### config.mk
export PLATFORM = sky130hd
export DESIGN_NAME = branch_and_increment_decode
export DESIGN_NICKNAME = d
export VERILOG_FILES = /design/src/branch_inc_pkg.sv /design/src/phase_if.sv /design/src/phase_gen.sv /design/src/branch_and_increment_decode.sv
export SDC_FILE = /design/constraint.sdc
export NUM_CORES = 1
export LEC_CHECK = 0
export BUFFER_PORTS_ARGS = -buffer_cell sky130_fd_sc_hd__buf_2
export CORE_MARGIN = 2
export CORE_UTILIZATION = 25
export DETAILED_ROUTE_END_ITERATION = 12
export PLACE_DENSITY = 0.48
export SYNTH_ARGS = -nofsm -noshare
export SYNTH_HDL_FRONTEND = slang
export SYNTH_SLANG_ARGS = --single-unit
### constraint.sdc
create_clock -name ref_clk -period 2.15 [get_ports ref_clk]
set_input_delay 0.43 -clock ref_clk [delete_from_list [all_inputs] [get_ports ref_clk]]
set_output_delay 0.43 -clock ref_clk [all_outputs]
set_load 0.01 [all_outputs]
### src/branch_inc_pkg.sv
`default_nettype none

package branch_inc_pkg;

  // widths
  localparam int INSTR_W    = 14;
  localparam int PC_W       = 13;
  localparam int LIT_W      = 11;
  localparam int DATA_W     = 8;
  localparam int FADDR_W    = 7;
  localparam int PHASE_N    = 4;

  // instruction word fields
  localparam int JUMP_OP_MSB   = 13;
  localparam int JUMP_OP_LSB   = 11;
  localparam int INCREMENT_FILE_INSTR_OP_MSB   = 13;
  localparam int INCREMENT_FILE_INSTR_OP_LSB   = 8;
  localparam int DEST_BIT      = 7;
  localparam int FADDR_MSB     = 6;
  localparam int LIT_MSB       = 10;

  localparam logic [2:0] JUMP_OPCODE = 3'h5;
  localparam logic [5:0] INCREMENT_FILE_INSTR_OPCODE = 6'h0a;

  // page latch bits feeding the program counter top
  localparam int PAGE_HI = 4;
  localparam int PAGE_LO = 3;

  // phase positions in the one-hot phase word
  localparam int PH_ONE   = 0;
  localparam int PH_TWO   = 1;
  localparam int PH_THREE = 2;
  localparam int PH_FOUR  = 3;

  // reset values and fixed constants
  localparam logic [PHASE_N-1:0] PHASE_RESET   = 4'h8;
  localparam logic [PC_W-1:0]    PC_RESET      = 13'h0000;
  localparam logic [PC_W-1:0]    PC_STEP       = 13'h0001;
  localparam logic [DATA_W-1:0]  DATA_RESET    = 8'h00;
  localparam logic [DATA_W-1:0]  DATA_ONE      = 8'h01;
  localparam logic [DATA_W-1:0]  DATA_ZERO     = 8'h00;
  localparam logic [INSTR_W-1:0] INSTR_RESET   = 14'h0000;
  localparam logic [LIT_W-1:0]   LIT_RESET     = 11'h000;
  localparam logic [FADDR_W-1:0] FADDR_RESET   = 7'h00;

  typedef enum logic [0:0] {
    RUN_ST,
    REFILL_ST
  } cycle_state_t;

endpackage : branch_inc_pkg

`default_nettype wire

### src/phase_if.sv
`default_nettype none

interface phase_if;
  import branch_inc_pkg::*;

  logic [PHASE_N-1:0] phase_now;
  logic [PHASE_N-1:0] phase_next;

  modport gen (output phase_now, output phase_next);
  modport use_side (input phase_now, input phase_next);
endinterface : phase_if

`default_nettype wire

### src/phase_gen.sv
`default_nettype none

module phase_gen
  import branch_inc_pkg::*;
(
  input  wire logic ref_clk,
  input  wire logic rst_b,
  phase_if.gen      ph
);

  logic [PHASE_N-1:0] phase_q;
  logic [PHASE_N-1:0] phase_d;

  // one-hot rotation, so exactly one phase is live in every cycle
  always_comb begin
    phase_d = {phase_q[PHASE_N-2:0], phase_q[PHASE_N-1]};
  end

  always_ff @(posedge ref_clk or negedge rst_b) begin
    if (!rst_b) begin
      phase_q <= PHASE_RESET;
    end else begin
      phase_q <= phase_d;
    end
  end

  assign ph.phase_now  = phase_q;
  assign ph.phase_next = phase_d;

endmodule // phase_gen

`default_nettype wire

### src/branch_and_increment_decode.sv
`default_nettype none

//  Operation
// - A decoded jump copies the eleven-bit literal of the instruction into the low pc bits.
// - During a jump the two top pc bits come from bits four and three of the page latch.
// - A jump takes two instruction cycles, the second doing nothing in all four phases.
// - The jump is unconditional and leaves every status flag as it was.
// - An increment reads the addressed file register, adds one and writes it in one cycle.
// - With the destination bit clear the sum goes to the working register only.
// - With the destination bit set the sum goes back into the same file register.
module branch_and_increment_decode
  import branch_inc_pkg::*;
(
  input  wire logic               ref_clk,
  input  wire logic               rst_b,
  input  wire logic [INSTR_W-1:0] instr_word,
  input  wire logic [DATA_W-1:0]  pc_page_latch,
  input  wire logic [DATA_W-1:0]  file_rd_data,
  output var  logic               phase_one,
  output var  logic               phase_two,
  output var  logic               phase_three,
  output var  logic               phase_four,
  output var  logic [PC_W-1:0]    pc_q,
  output var  logic               pc_load_q,
  output var  logic [FADDR_W-1:0] file_addr_q,
  output var  logic               file_rd_en_q,
  output var  logic               file_wr_en_q,
  output var  logic               w_wr_en_q,
  output var  logic [DATA_W-1:0]  result_data_q,
  output var  logic               zero_flag_q,
  output var  logic               zero_wr_en_q,
  output var  logic               nop_cycle_q
);

  function automatic logic is_jump(input logic [INSTR_W-1:0] w);
    is_jump = (w[JUMP_OP_MSB:JUMP_OP_LSB] == JUMP_OPCODE);
  endfunction

  function automatic logic is_increment_file_instr(input logic [INSTR_W-1:0] w);
    is_increment_file_instr = (w[INCREMENT_FILE_INSTR_OP_MSB:INCREMENT_FILE_INSTR_OP_LSB] == INCREMENT_FILE_INSTR_OPCODE);
  endfunction

  // 8-bit add drops the carry, giving the wrap at 256
  function automatic logic [DATA_W-1:0] inc8(input logic [DATA_W-1:0] v);
    inc8 = v + DATA_ONE;
  endfunction

  phase_if ph ();

  phase_gen u_phase_gen (
    .ref_clk (ref_clk),
    .rst_b   (rst_b),
    .ph      (ph)
  );

  logic [INSTR_W-1:0] ir_q;
  logic [INSTR_W-1:0] ir_d;
  logic [INSTR_W-1:0] cur_word;
  cycle_state_t       state_q;
  cycle_state_t       state_d;
  logic               run_now;
  logic               jump_go;
  logic               increment_file_instr_go;
  logic [LIT_W-1:0]   literal_q;
  logic [LIT_W-1:0]   literal_d;
  logic [1:0]         page_q;
  logic [1:0]         page_d;
  logic [DATA_W-1:0]  operand_q;
  logic [DATA_W-1:0]  operand_d;
  logic [DATA_W-1:0]  sum;
  logic [PC_W-1:0]    pc_d;
  logic               pc_load_d;
  logic [FADDR_W-1:0] file_addr_d;
  logic               file_rd_en_d;
  logic               file_wr_en_d;
  logic               w_wr_en_d;
  logic [DATA_W-1:0]  result_data_d;
  logic               zero_flag_d;
  logic               zero_wr_en_d;
  logic               nop_cycle_d;
  logic [PHASE_N-1:0] phase_q;

  // the word is only guaranteed on the bus during phase one
  always_comb begin
    cur_word = ph.phase_now[PH_ONE] ? instr_word : ir_q;
    ir_d     = cur_word;
    run_now  = (state_q == RUN_ST);
    jump_go  = run_now && is_jump(cur_word);
    increment_file_instr_go  = run_now && is_increment_file_instr(cur_word);
    sum      = inc8(operand_q);
  end

  always_ff @(posedge ref_clk or negedge rst_b) begin
    if (!rst_b) begin
      ir_q <= INSTR_RESET;
    end else begin
      ir_q <= ir_d;
    end
  end

  // cycle state: a jump forces one dead refill cycle
  always_comb begin
    state_d = state_q;
    if (ph.phase_now[PH_FOUR]) begin
      unique case (state_q)
        RUN_ST:    state_d = jump_go ? REFILL_ST : RUN_ST;
        REFILL_ST: state_d = RUN_ST;
      endcase
    end
  end

  always_ff @(posedge ref_clk or negedge rst_b) begin
    if (!rst_b) begin
      state_q <= RUN_ST;
    end else begin
      state_q <= state_d;
    end
  end

  // jump operands, caught in phase two
  always_comb begin
    literal_d = literal_q;
    page_d    = page_q;
    if (ph.phase_now[PH_TWO] && jump_go) begin
      literal_d = cur_word[LIT_MSB:0];
      page_d    = pc_page_latch[PAGE_HI:PAGE_LO];
    end
  end

  always_ff @(posedge ref_clk or negedge rst_b) begin
    if (!rst_b) begin
      literal_q <= LIT_RESET;
      page_q    <= 2'h0;
    end else begin
      literal_q <= literal_d;
      page_q    <= page_d;
    end
  end

  // file read: address from phase one, strobe in phase two
  always_comb begin
    file_addr_d  = file_addr_q;
    operand_d    = operand_q;
    file_rd_en_d = ph.phase_next[PH_TWO] && increment_file_instr_go;
    if (ph.phase_now[PH_ONE] && increment_file_instr_go) begin
      file_addr_d = cur_word[FADDR_MSB:0];
    end
    if (ph.phase_now[PH_TWO] && file_rd_en_q) begin
      operand_d = file_rd_data;
    end
  end

  always_ff @(posedge ref_clk or negedge rst_b) begin
    if (!rst_b) begin
      file_addr_q  <= FADDR_RESET;
      file_rd_en_q <= 1'b0;
      operand_q    <= DATA_RESET;
    end else begin
      file_addr_q  <= file_addr_d;
      file_rd_en_q <= file_rd_en_d;
      operand_q    <= operand_d;
    end
  end

  // phase four write-back of the increment
  always_comb begin
    file_wr_en_d  = 1'b0;
    w_wr_en_d     = 1'b0;
    zero_wr_en_d  = 1'b0;
    result_data_d = result_data_q;
    zero_flag_d   = zero_flag_q;
    if (ph.phase_next[PH_FOUR] && increment_file_instr_go) begin
      result_data_d = sum;
      file_wr_en_d  = cur_word[DEST_BIT];
      w_wr_en_d     = !cur_word[DEST_BIT];
      zero_wr_en_d  = 1'b1;
      zero_flag_d   = (sum == DATA_ZERO);
    end
  end

  always_ff @(posedge ref_clk or negedge rst_b) begin
    if (!rst_b) begin
      file_wr_en_q  <= 1'b0;
      w_wr_en_q     <= 1'b0;
      zero_wr_en_q  <= 1'b0;
      result_data_q <= DATA_RESET;
      zero_flag_q   <= 1'b0;
    end else begin
      file_wr_en_q  <= file_wr_en_d;
      w_wr_en_q     <= w_wr_en_d;
      zero_wr_en_q  <= zero_wr_en_d;
      result_data_q <= result_data_d;
      zero_flag_q   <= zero_flag_d;
    end
  end

  // program counter: loads on a jump cycle, else steps once per cycle, refill cycle included
  always_comb begin
    pc_d      = pc_q;
    pc_load_d = 1'b0;
    if (ph.phase_next[PH_FOUR]) begin
      if (jump_go) begin
        pc_d      = {page_q, literal_q};
        pc_load_d = 1'b1;
      end else begin
        pc_d = pc_q + PC_STEP;
      end
    end
  end

  always_ff @(posedge ref_clk or negedge rst_b) begin
    if (!rst_b) begin
      pc_q      <= PC_RESET;
      pc_load_q <= 1'b0;
    end else begin
      pc_q      <= pc_d;
      pc_load_q <= pc_load_d;
    end
  end

  // nop flag spans all four phases of the refill cycle
  always_comb begin
    nop_cycle_d = nop_cycle_q;
    if (ph.phase_next[PH_ONE]) begin
      nop_cycle_d = (state_d == REFILL_ST);
    end
  end

  always_ff @(posedge ref_clk or negedge rst_b) begin
    if (!rst_b) begin
      nop_cycle_q <= 1'b0;
      phase_q     <= PHASE_RESET;
    end else begin
      nop_cycle_q <= nop_cycle_d;
      phase_q     <= ph.phase_next;
    end
  end

  // local copy keeps the phase outputs straight off flops
  assign phase_one   = phase_q[PH_ONE];
  assign phase_two   = phase_q[PH_TWO];
  assign phase_three = phase_q[PH_THREE];
  assign phase_four  = phase_q[PH_FOUR];

endmodule // branch_and_increment_decode

`default_nettype wire

==> results of run 1 <==
==> synthesized netlist by cell type, types with 7 or more instances <==
master     n
dfrtp_1   74
xor2_1     7
nand4_1    8
nand2_1   13
o21ai_0    8
mux2_2    44
clkbuf_1  10
nand3_1    8
nor2_1    15
xnor2_1    8
a21oi_1    7
==> flip-flops by register name, indices dropped and copies added, names as in the netlist <==
register       count
pc_q              13
state_q            1
file_addr_q        7
phase_q            4
w_wr_en_q          1
page_q             2
literal_q         11
pc_load_q          1
nop_cycle_q        1
result_data_q      8
operand_q          8
file_wr_en_q       1
file_rd_en_q       1
zero_flag_q        1
zero_wr_en_q       1
ir_q              14
==> layer usage <==
layer  wire, um  vias to the layer above  global-route usage  share of wire
li1           -                     1098                   -              -
met4         87                        0              0.0335          0.012
met5          0                        -                   0              0
met1       3430                     1116               0.144           0.47
met2       3280                       54               0.163           0.45
met3        466                        6              0.0498          0.064
==> cells in the final DEF, fill, tap and decap left out, types with 2 or more instances in the layout <==
cell        n
nor2b_1     3
inv_1       5
buf_2      63
clkbuf_16   9
xnor2_1     8
a31oi_1     3
buf_4      12
mux2_1      4
nor2_1     15
mux2_2     44
nand4_1     8
xor2_1      7
nor3b_1     2
and3_1      5
mux2i_1     4
a21boi_0    2
nand3_1     8
ha_1        3
dfrtp_1    73
clkbuf_8    2
o211ai_1    2
and4_1      2
o21ai_0     8
a21oi_1     7
nor3_1      4
nand2_1    13
nand3b_1    2
clkinv_2    2
==> layout make-up <==
| type | count | share of cell area |
|---|---|---|
| Tap cell | 176 | 0.0525 |
| Inverter | 5 | 0.00448 |
| Timing Repair Buffer | 76 | 0.101 |
| Multi-Input combinational cell | 171 | 0.321 |
| Clock buffer | 12 | 0.0612 |
| Sequential cell | 75 | 0.448 |
| Clock inverter | 4 | 0.0116 |
==> power groups by stage <==
stage / Sequential [mW] / Clock [mW] / Combinational, mW
finish: 1.43 / 1.53 / 0.0907
CTS: 1.43 / 1.59 / 0.0951
global route: 1.43 / 1.67 / 0.105
floorplan: 1.45 / 0 / 0.0352
detailed placement: 1.46 / 0 / 0.0948
global placement: 1.46 / 0 / 0.0940
==> kinds of logic (layout without fill, tap and decap cells) <==
logic type / count (synthesis) / after routing / share of synthesized area
flops: 75 / 75 / 0.567
xor+xnor: 15 / 15 / 0.0397
compound gates: 31 / 31 / 0.0605
fa+ha+maj: 3 / 3 / 0.0113
mux: 52 / 52 / 0.175
simple gates: 70 / 70 / 0.119
buf+inv: 19 / 97 / 0.0268
==> through the flow <==
step	setup slack (ns)	instances	area (um2)	hold WS [ns]
after floorplan	0.246	265	3310	0.134
after global placement	0.106	503	3890	0.424
after detailed placement	0.104	503	3890	0.428
after CTS	0.0540	519	4190	0.0951
after global routing	0.0873	519	4190	0.113
final	0.221	519	4190	0.0799
==> timing repair <==
item | in CTS | in global routing
hold buffers | 0 | 0
setup endpoints to repair | 0 | 4
resized for setup | 0 | 1
==> final timing paths <==
check                                   endpoint  depth (start not counted)            start  slack, ns
worst min register to register        phase_q[0]                          0       phase_q[3]       0.43
worst max-delay path            result_data_q[5]                          4       phase_q[0]       0.22
min in group ref_clk                operand_q[5]                          2  file_rd_data[5]       0.33
max in group asynchronous           zero_wr_en_q                          2            rst_b       1.47
worst max register to register  result_data_q[5]                          4       phase_q[0]       0.22
worst min-delay path                   page_q[1]                          1            rst_b       0.08
==> critical path, delay by kind of cell, from the launching register on <==
kind	cells	cell delay, ns
flip-flops	1	0.50
AND/OR/NAND/NOR	3	0.95
multiplexers	1	0.37
==> out/results.ini, run 1 <==
[logic_synthesis]
synth_edf_count = 0
synthTopCellsByArea = dfrtp_1 56%, mux2_2 15%, xnor2_1 2.1%, xor2_1 1.9%, nor2_1 1.7%
ys_types = 44
async_reset_ff_frac = 1.00
synth_top_area_share = 0.559
syn_avg_cell_area_um2 = 12.5
syn_nets = 300
synth_area_um2 = 3310
yosys_most_used_dff = dfrtp_1
synthCells = 265
synth_seq_area_share = 0.567
ys_warn_count = 0
synth_seq_cells = 75
yosysTopAreaCell = dfrtp_1

[power_and_ir_drop]
comb_power_share = 0.030
max-vdd-ir-drop_v = 0.000302
p_per_area_nw_per_um2 = 728
swShare = 0.207
p_total_mw = 3.05
p_seq_frac = 0.470
switchingPower_mw = 0.631
p_leak_nw = 2.08
clockPowerShare = 0.500
internal-power_mw = 2.42

[worst_setup_path]
slowest_stage = dfrtp_2
cp-start-kind = flip-flop
cp-end-kind = flip-flop
crit_path_max_fanout = 10
cp_slowest_stage_delay_ns = 0.50
worstPathCellList = nor4bb_1 -> nor2_1 -> or2_1 -> mux2_1
critical_path_class = flip-flop to flip-flop
crit_required_ns = 2.37
crit_arrival_ns = 2.14

[clocking]
clk_pin_slew_ns = 0.06
cts_buffers = 9
postCtsSetupBuffers = 0
cts_sinks = 75
cts_tree = built
cts_max_level = 3
cts_buffer_depth = 2
insertion_delay_ns = 0.34
cts_root_buf = clkbuf_16

[floorplan]
io_pins = 71
die_w_um = 119
row_count = 42
die_y_um = 119
initial_core_util = 0.253
die_area_um2 = 14200
core_um2 = 13100

[detailed_routing]
vias_per_cell = 4.38
drt_iter0_markers = 100
dr.pass1.iters = 4
routed_wl_mm = 7.27
wl_per_cell_um = 14.0
vias = 2274
final_antenna_net_count = 0
drc = 0

[sta]
slew_viol_final = 0
rsz0062_at_grt = false
min_period_over_period = 0.897
post-route-min-period_ns = 1.93
timing.fmax_mhz = 519
worst_pin_slew_ns = 0.557
fin_tns_setup_ns = 0
setup_viol = 0
slew_headroom = 0.629
hold_viol = 0
finalClockSkew_ns = 0.00878

[place]
numPortBuffers = 64
gp_congestion = 0.743
dp_hpwl_mm = 5.18

[grt]
grt_usage = 0.110
antenna_found_initial = 0
grt_pass1_vias = 2314
overflow = 0
grt_pass1_wl_mm = 12.1
grt_start_max_net_pins = 43

[cells_and_area]
insertedDiodeCount = 0
fillers = 1337
area_growth_pct = 26.6
seq_area_um2 = 1880
fin_nets = 373
post-route-util = 0.320
layout-drive-gt1-share = 0.405
multi_input_area_um2 = 1340

[worst_hold_path]
hold_class = input pin to async pin

[run]
maxCapViolCount = 0

[run_status]
outcome = complete, no violations

Power figures use the tool's default switching activity.
==> inputs of run 2 (changes only) <==
- SYNTH_HIERARCHICAL: default -> 1
==> run 2 against run 1 <==
  * First-iteration DRC count fell by 15%
  * Combinational power fell by 3.6%
  * Clock skew fell by 0.0035 ns
  * Final area rose by 1.3%
  * Sequential cell count rose by 4
  * Core utilization barely moved
  * Die area rose by 2.0%
  * Critical path type unchanged
  * Global-route usage fell by 0.15 points
  * Largest cell class unchanged
  * Power rose by 2.3%
  * Critical endpoint is now zero_flag_q
  * Fmax fell by 3.3%
  * Sequential power rose by 6%
  * Count of clock-buffer cells in the layout fell by 1
==> out/results.ini, run 2 <==
[run_status]
outcome = complete, no violations

[cells_and_area]
final_common_cell = dfrtp_1
insertedDiodeCount = 0  ; unchanged
regMostFlops = ir_q
post-route-util = 0.321  ; +0.000437
area_growth_pct = 25.8
reg_top3 = ir_q (14), pc_q (13), literal_q (11)
layoutNonFillerInstCount = 518  ; -0.19%
final_cell_mix = 77 x dfrtp_1, 63 x buf_2, 39 x mux2_2, 15 x nand2_1, 13 x nor2_1
largest_reg_flops = 14  ; unchanged
fin_nets = 373  ; unchanged
layout-drive-gt1-share = 0.412  ; +0.00703

[sta]
min_period_over_period = 0.928  ; +0.0309
hold_viol = 0  ; unchanged
setup_viol = 0  ; unchanged
finalClockSkew_ns = 0.00532  ; -0.00346 ns
slew_headroom = 0.655  ; +0.0265
slew_viol_final = 0  ; unchanged
fin_tns_setup_ns = 0  ; unchanged
whs_ns = 0.0502  ; -0.0297 ns
post-route-min-period_ns = 1.99  ; +0.0665 ns
worst_pin_slew_ns = 0.517  ; -0.0398 ns
rsz0062_at_grt = false
timing.fmax_mhz = 501  ; -3.3%

[clocking]
cts_buffer_depth = 2  ; unchanged
cts_sinks = 79  ; +5.3%
cts_buffers = 9  ; unchanged
postCtsSetupBuffers = 0  ; unchanged
insertion_delay_ns = 0.33  ; about the same
holdBufCountCts = 0  ; unchanged
cts_tree = built
cts_max_level = 3  ; unchanged
cts_resized = 0  ; unchanged
cts_root_buf = clkbuf_16
clk_pin_slew_ns = 0.06  ; about the same

[grt]
grt_start_max_net_pins = 37  ; -14%
grt_usage = 0.109  ; -0.00150
grt_pass1_wl_mm = 12.1  ; unchanged
overflow = 0  ; unchanged
antenna_found_initial = 0  ; unchanged
grt_pass1_vias = 2343  ; +1.3%

[floorplan]
die_y_um = 120  ; +0.98%
initial_core_util = 0.255  ; +0.00209
die_area_um2 = 14500  ; +2.0%
core_um2 = 13200  ; +1.2%
row_count = 42  ; unchanged
io_pins = 71  ; unchanged
die_w_um = 120  ; +0.98%

[worst_setup_path]
crit_start = u_phase_gen/ph.phase_now[0]
slowest_stage = dfrtp_1
cp-end-kind = flip-flop
crit_path_max_fanout = 9  ; -1
crit_required_ns = 2.38  ; about the same
cp_slowest_stage_delay_ns = 0.50  ; about the same
worstPathCellList = nor4b_1 -> o22ai_2 -> or2_0 -> buf_4 -> o41ai_2
cp-start-kind = flip-flop
rr_startpoint = u_phase_gen/ph.phase_now[0]
crit_arrival_ns = 2.22  ; +0.08 ns
critical_path_class = flip-flop to flip-flop

[detailed_routing]
vias = 2286  ; +0.53%
vias_per_cell = 4.41  ; +0.72%
final_antenna_net_count = 0  ; unchanged
routed_wl_mm = 7.33  ; +0.87%
dr.pass1.iters = 6  ; +2
wl_per_cell_um = 14.2  ; +1.1%
drt_iter0_markers = 85  ; -15%
drc = 0  ; unchanged

[logic_synthesis]
synth_area_um2 = 3380  ; +2.0%
synthCells = 263  ; -0.75%
syn_avg_cell_area_um2 = 12.8  ; +2.8%
syn_nets = 298  ; -0.67%
ys_warn_count = 6  ; +6

[place]
dp.cells = 503  ; unchanged
numPortBuffers = 64  ; unchanged
gp_congestion = 0.714  ; -3.9%
dp_hpwl_mm = 5.42  ; +4.8%

[worst_hold_path]
hold_class = input pin to async pin

[power_and_ir_drop]
p_per_area_nw_per_um2 = 734  ; +0.90%
p_leak_nw = 2.12  ; +1.9%
max-vdd-ir-drop_v = 0.000371  ; +23%

[run]
maxCapViolCount = 0  ; unchanged

==> run 2: through the flow <==
step / total power [mW] / setup slack, ns / area [um2]
floorplan: 1.55 / 0.0831 / 3380
CTS: 3.18 / 0.114 / 4250
global route: 3.26 / 0.0129 / 4250
detailed placement: 1.63 / 0.137 / 3950
finish: 3.12 / 0.155 / 4250
global placement: 1.62 / 0.164 / 3950
==> run 2: layout make-up <==
type                    instances  area, um2
flip-flops and latches         79       1980
inverters                       7       28.8
fillers                      1405       8990
multi-input cells             165       1300
clock inverters                 4       45.0
clock buffers                  11        253
repair buffers                 76        425
well taps                     176        220
==> run 2: worst max-delay path, delay by kind of cell, from the launching register on <==
kind / cells / cell delay [ns]
AO/OA/AOI/OAI: 2 / 0.49
buffers and inverters: 1 / 0.18
AND/OR/NAND/NOR: 2 / 0.72
flip-flops: 1 / 0.50
==> run 2: worst paths after layout <==
| check | endpoint | slack (ns) | cells past startpoint |
|---|---|---|---|
| min in group ref_clk | page_q[0] | 0.32 | 2 |
| hold reg to reg | phase_q[0] | 0.43 | 0 |
| setup reg to reg | zero_flag_q | 0.16 | 5 |
| max in group asynchronous | result_data_q[5] | 1.46 | 2 |
| setup / recovery | zero_flag_q | 0.16 | 5 |
| hold / removal | phase_q[1] | 0.05 | 1 |
==> run 2: power by group <==
group	switching, mW	internal [mW]	total, mW
combinational	0.0493	0.0382	0.0874
sequential	0.0125	1.50	1.51
clock	0.576	0.949	1.52
total	0.638	2.48	3.12
==> run 2: per-layer routing <==
layer / share of wire / wire length [um] / global-route usage / vias to the layer above
met3: 0.057 / 420 / 0.0349 / 11
met2: 0.45 / 3320 / 0.159 / 53
met5: 0 / 0 / 0 / -
met4: 0.023 / 168 / 0.0589 / 0
met1: 0.47 / 3420 / 0.142 / 1125
li1: - / - / - / 1097
==> inputs of run 3 (changes only) <==
- CTS_BUF_LIST: default -> sky130_fd_sc_hd__clkbuf_8 sky130_fd_sc_hd__clkbuf_16
- PLACE_DENSITY: 0.48 -> 0.51
==> run 3 against run 2 <==
  * Worst setup slack improved by 0.0086 ns
  * Largest power group unchanged
  * Final area decreased by 0.24%
  * First-iteration DRC count is 35% lower
  * Sequential cell count stayed put
  * Routed wire length is 1.6% lower
  * Critical path type unchanged
  * Register-to-register slack hardly changed
  * Clock skew fell by 0.00055 ns
==> out/results.ini, run 3 (synthesis gave the netlist of run 2 again) <==
[run_status]
outcome = complete, no violations

[clocking]
cts_resized = 0  ; unchanged
cts_tree = built
cts_buffer_depth = 2  ; unchanged
cts_sinks = 79  ; unchanged
insertion_delay_ns = 0.34  ; about the same
holdBufCountCts = 0  ; unchanged
postCtsSetupBuffers = 0  ; unchanged
cts_root_buf = clkbuf_16
cts_buffers = 9  ; unchanged
clk_pin_slew_ns = 0.06  ; about the same
cts_max_level = 3  ; unchanged

[worst_setup_path]
cp-start-kind = flip-flop
critical_path.top_delay_family = simple AND/OR/NAND/NOR gates
crit_start = u_phase_gen/ph.phase_now[0]
crit_required_ns = 2.39  ; about the same
worstPathCellList = nor4b_1 -> o22ai_2 -> or2_0 -> buf_4 -> o41ai_2
crit_arrival_ns = 2.22  ; about the same
slowest_stage = dfrtp_1
cp-end-kind = flip-flop
rr_startpoint = u_phase_gen/ph.phase_now[0]
cp.buffers_inverters = 1  ; unchanged
critical_path_class = flip-flop to flip-flop
crit_path_max_fanout = 9  ; unchanged
cp_slowest_stage_delay_ns = 0.50  ; about the same

[grt]
overflow = 0  ; unchanged
antenna_found_initial = 0  ; unchanged
grt_usage = 0.107  ; -0.00170
grt_pass1_wl_mm = 11.8  ; -2.5%
grt_pass1_vias = 2247  ; -4.1%
grt_start_max_net_pins = 48  ; +30%

[floorplan]
die_y_um = 120  ; unchanged
initial_core_util = 0.255  ; unchanged
core_um2 = 13200  ; unchanged
row_count = 42  ; unchanged
io_pins = 71  ; unchanged
die_w_um = 120  ; unchanged
die_area_um2 = 14500  ; unchanged

[sta]
min_period_over_period = 0.924  ; -0.00399
finalClockSkew_ns = 0.00477  ; -0.000545 ns
slew_headroom = 0.669  ; +0.0131
slew_viol_final = 0  ; unchanged
fin_tns_setup_ns = 0  ; unchanged
timing.fmax_mhz = 503  ; +0.43%
worst_pin_slew_ns = 0.497  ; -0.0197 ns
setup_viol = 0  ; unchanged
rsz0062_at_grt = false
hold_viol = 0  ; unchanged
post-route-min-period_ns = 1.99  ; -0.00858 ns
fin_ws_ns = 0.164  ; +0.00858 ns

[cells_and_area]
layout-drive-gt1-share = 0.406  ; -0.00640
fin_nets = 370  ; -0.80%
final_cell_mix = 77 x dfrtp_1, 63 x buf_2, 39 x mux2_2, 15 x nand2_1, 13 x nor2_1
stdcell_area_um2 = 4240  ; -0.24%
regMostFlops = ir_q
area_growth_pct = 25.5
final_common_cell = dfrtp_1
largest_reg_flops = 14  ; unchanged
post-route-util = 0.320  ; -0.000756
insertedDiodeCount = 0  ; unchanged
reg_top3 = ir_q (14), pc_q (13), literal_q (11)

[detailed_routing]
drt_iter0_markers = 55  ; -35%
wl_per_cell_um = 14.0  ; -1.2%
vias = 2264  ; -0.96%
dr.pass1.iters = 4  ; -2
vias_per_cell = 4.39  ; -0.58%
routed_wl_mm = 7.21  ; -1.6%
final_antenna_net_count = 0  ; unchanged
drc = 0  ; unchanged

[power_and_ir_drop]
p_per_area_nw_per_um2 = 743  ; +1.2%
p_leak_nw = 2.12  ; -0.27%
max-vdd-ir-drop_v = 0.000339  ; -8.5%

[place]
dp_hpwl_mm = 5.26  ; -3.1%
place_area_um2 = 3930  ; -0.57%
numPortBuffers = 64  ; unchanged
gp_congestion = 0.731  ; +2.4%
dp_slack_ns = 0.136  ; -0.00103 ns

[worst_hold_path]
hold_class = input pin to async pin

[run]
maxCapViolCount = 0  ; unchanged

run 3: changes by cell type in the layout (fill, tap and decap cells not counted), sizes merged:
| cell | delta |
|---|---|
| buf | -3 |
| clkbuf | +1 |
| clkinv | -1 |
| inv | +1 |
run 3: metal layers:
metal,vias up,routed length (um),GRT usage
met5,-,0,0
li1,1090,-,-
met3,8,430,0.0382
met4,0,103,0.0545
met1,1104,3350,0.135
met2,62,3330,0.162
run 3: path summary, 6_finish.rpt:
check	to	slack, ns	cells past startpoint
min in group ref_clk	page_q[0]	0.32	2
hold reg to reg	phase_q[0]	0.42	0
setup reg to reg	zero_flag_q	0.16	5
setup / recovery	zero_flag_q	0.16	5
max in group asynchronous	file_addr_q[6]	1.53	2
hold / removal	u_phase_gen/ph.phase_now[0]	0.04	1
run 3: report_power, final:
part | switching, mW | internal [mW]
clock | 0.573 | 0.985
combinational | 0.0477 | 0.0369
sequential | 0.0125 | 1.50
run 3: worst register-to-register path, delay by kind of cell, from the launching register on:
family | cells | cell delay (ns)
AO/OA/AOI/OAI | 2 | 0.49
buffers and inverters | 1 | 0.19
flip-flops | 1 | 0.50
AND/OR/NAND/NOR | 2 | 0.72
run 3: layout make-up:
type	count	area, um2
repair buffers	73	403
flip-flops and latches	79	1980
clock buffers	12	267
clock inverters	4	43.8
well taps	176	220
multi-input cells	165	1300
fillers	1362	9000
inverters	7	28.8
run 3: metrics by stage:
step           power (mW)  cells  hold WS, ns
2_1_floorplan        1.55    263        0.134
3_3_place_gp         1.62    500        0.418
3_5_place_dp         1.62    500        0.419
4_1_cts              3.22    516       0.0493
5_1_grt              3.29    516       0.0784
6_report             3.15    516       0.0409
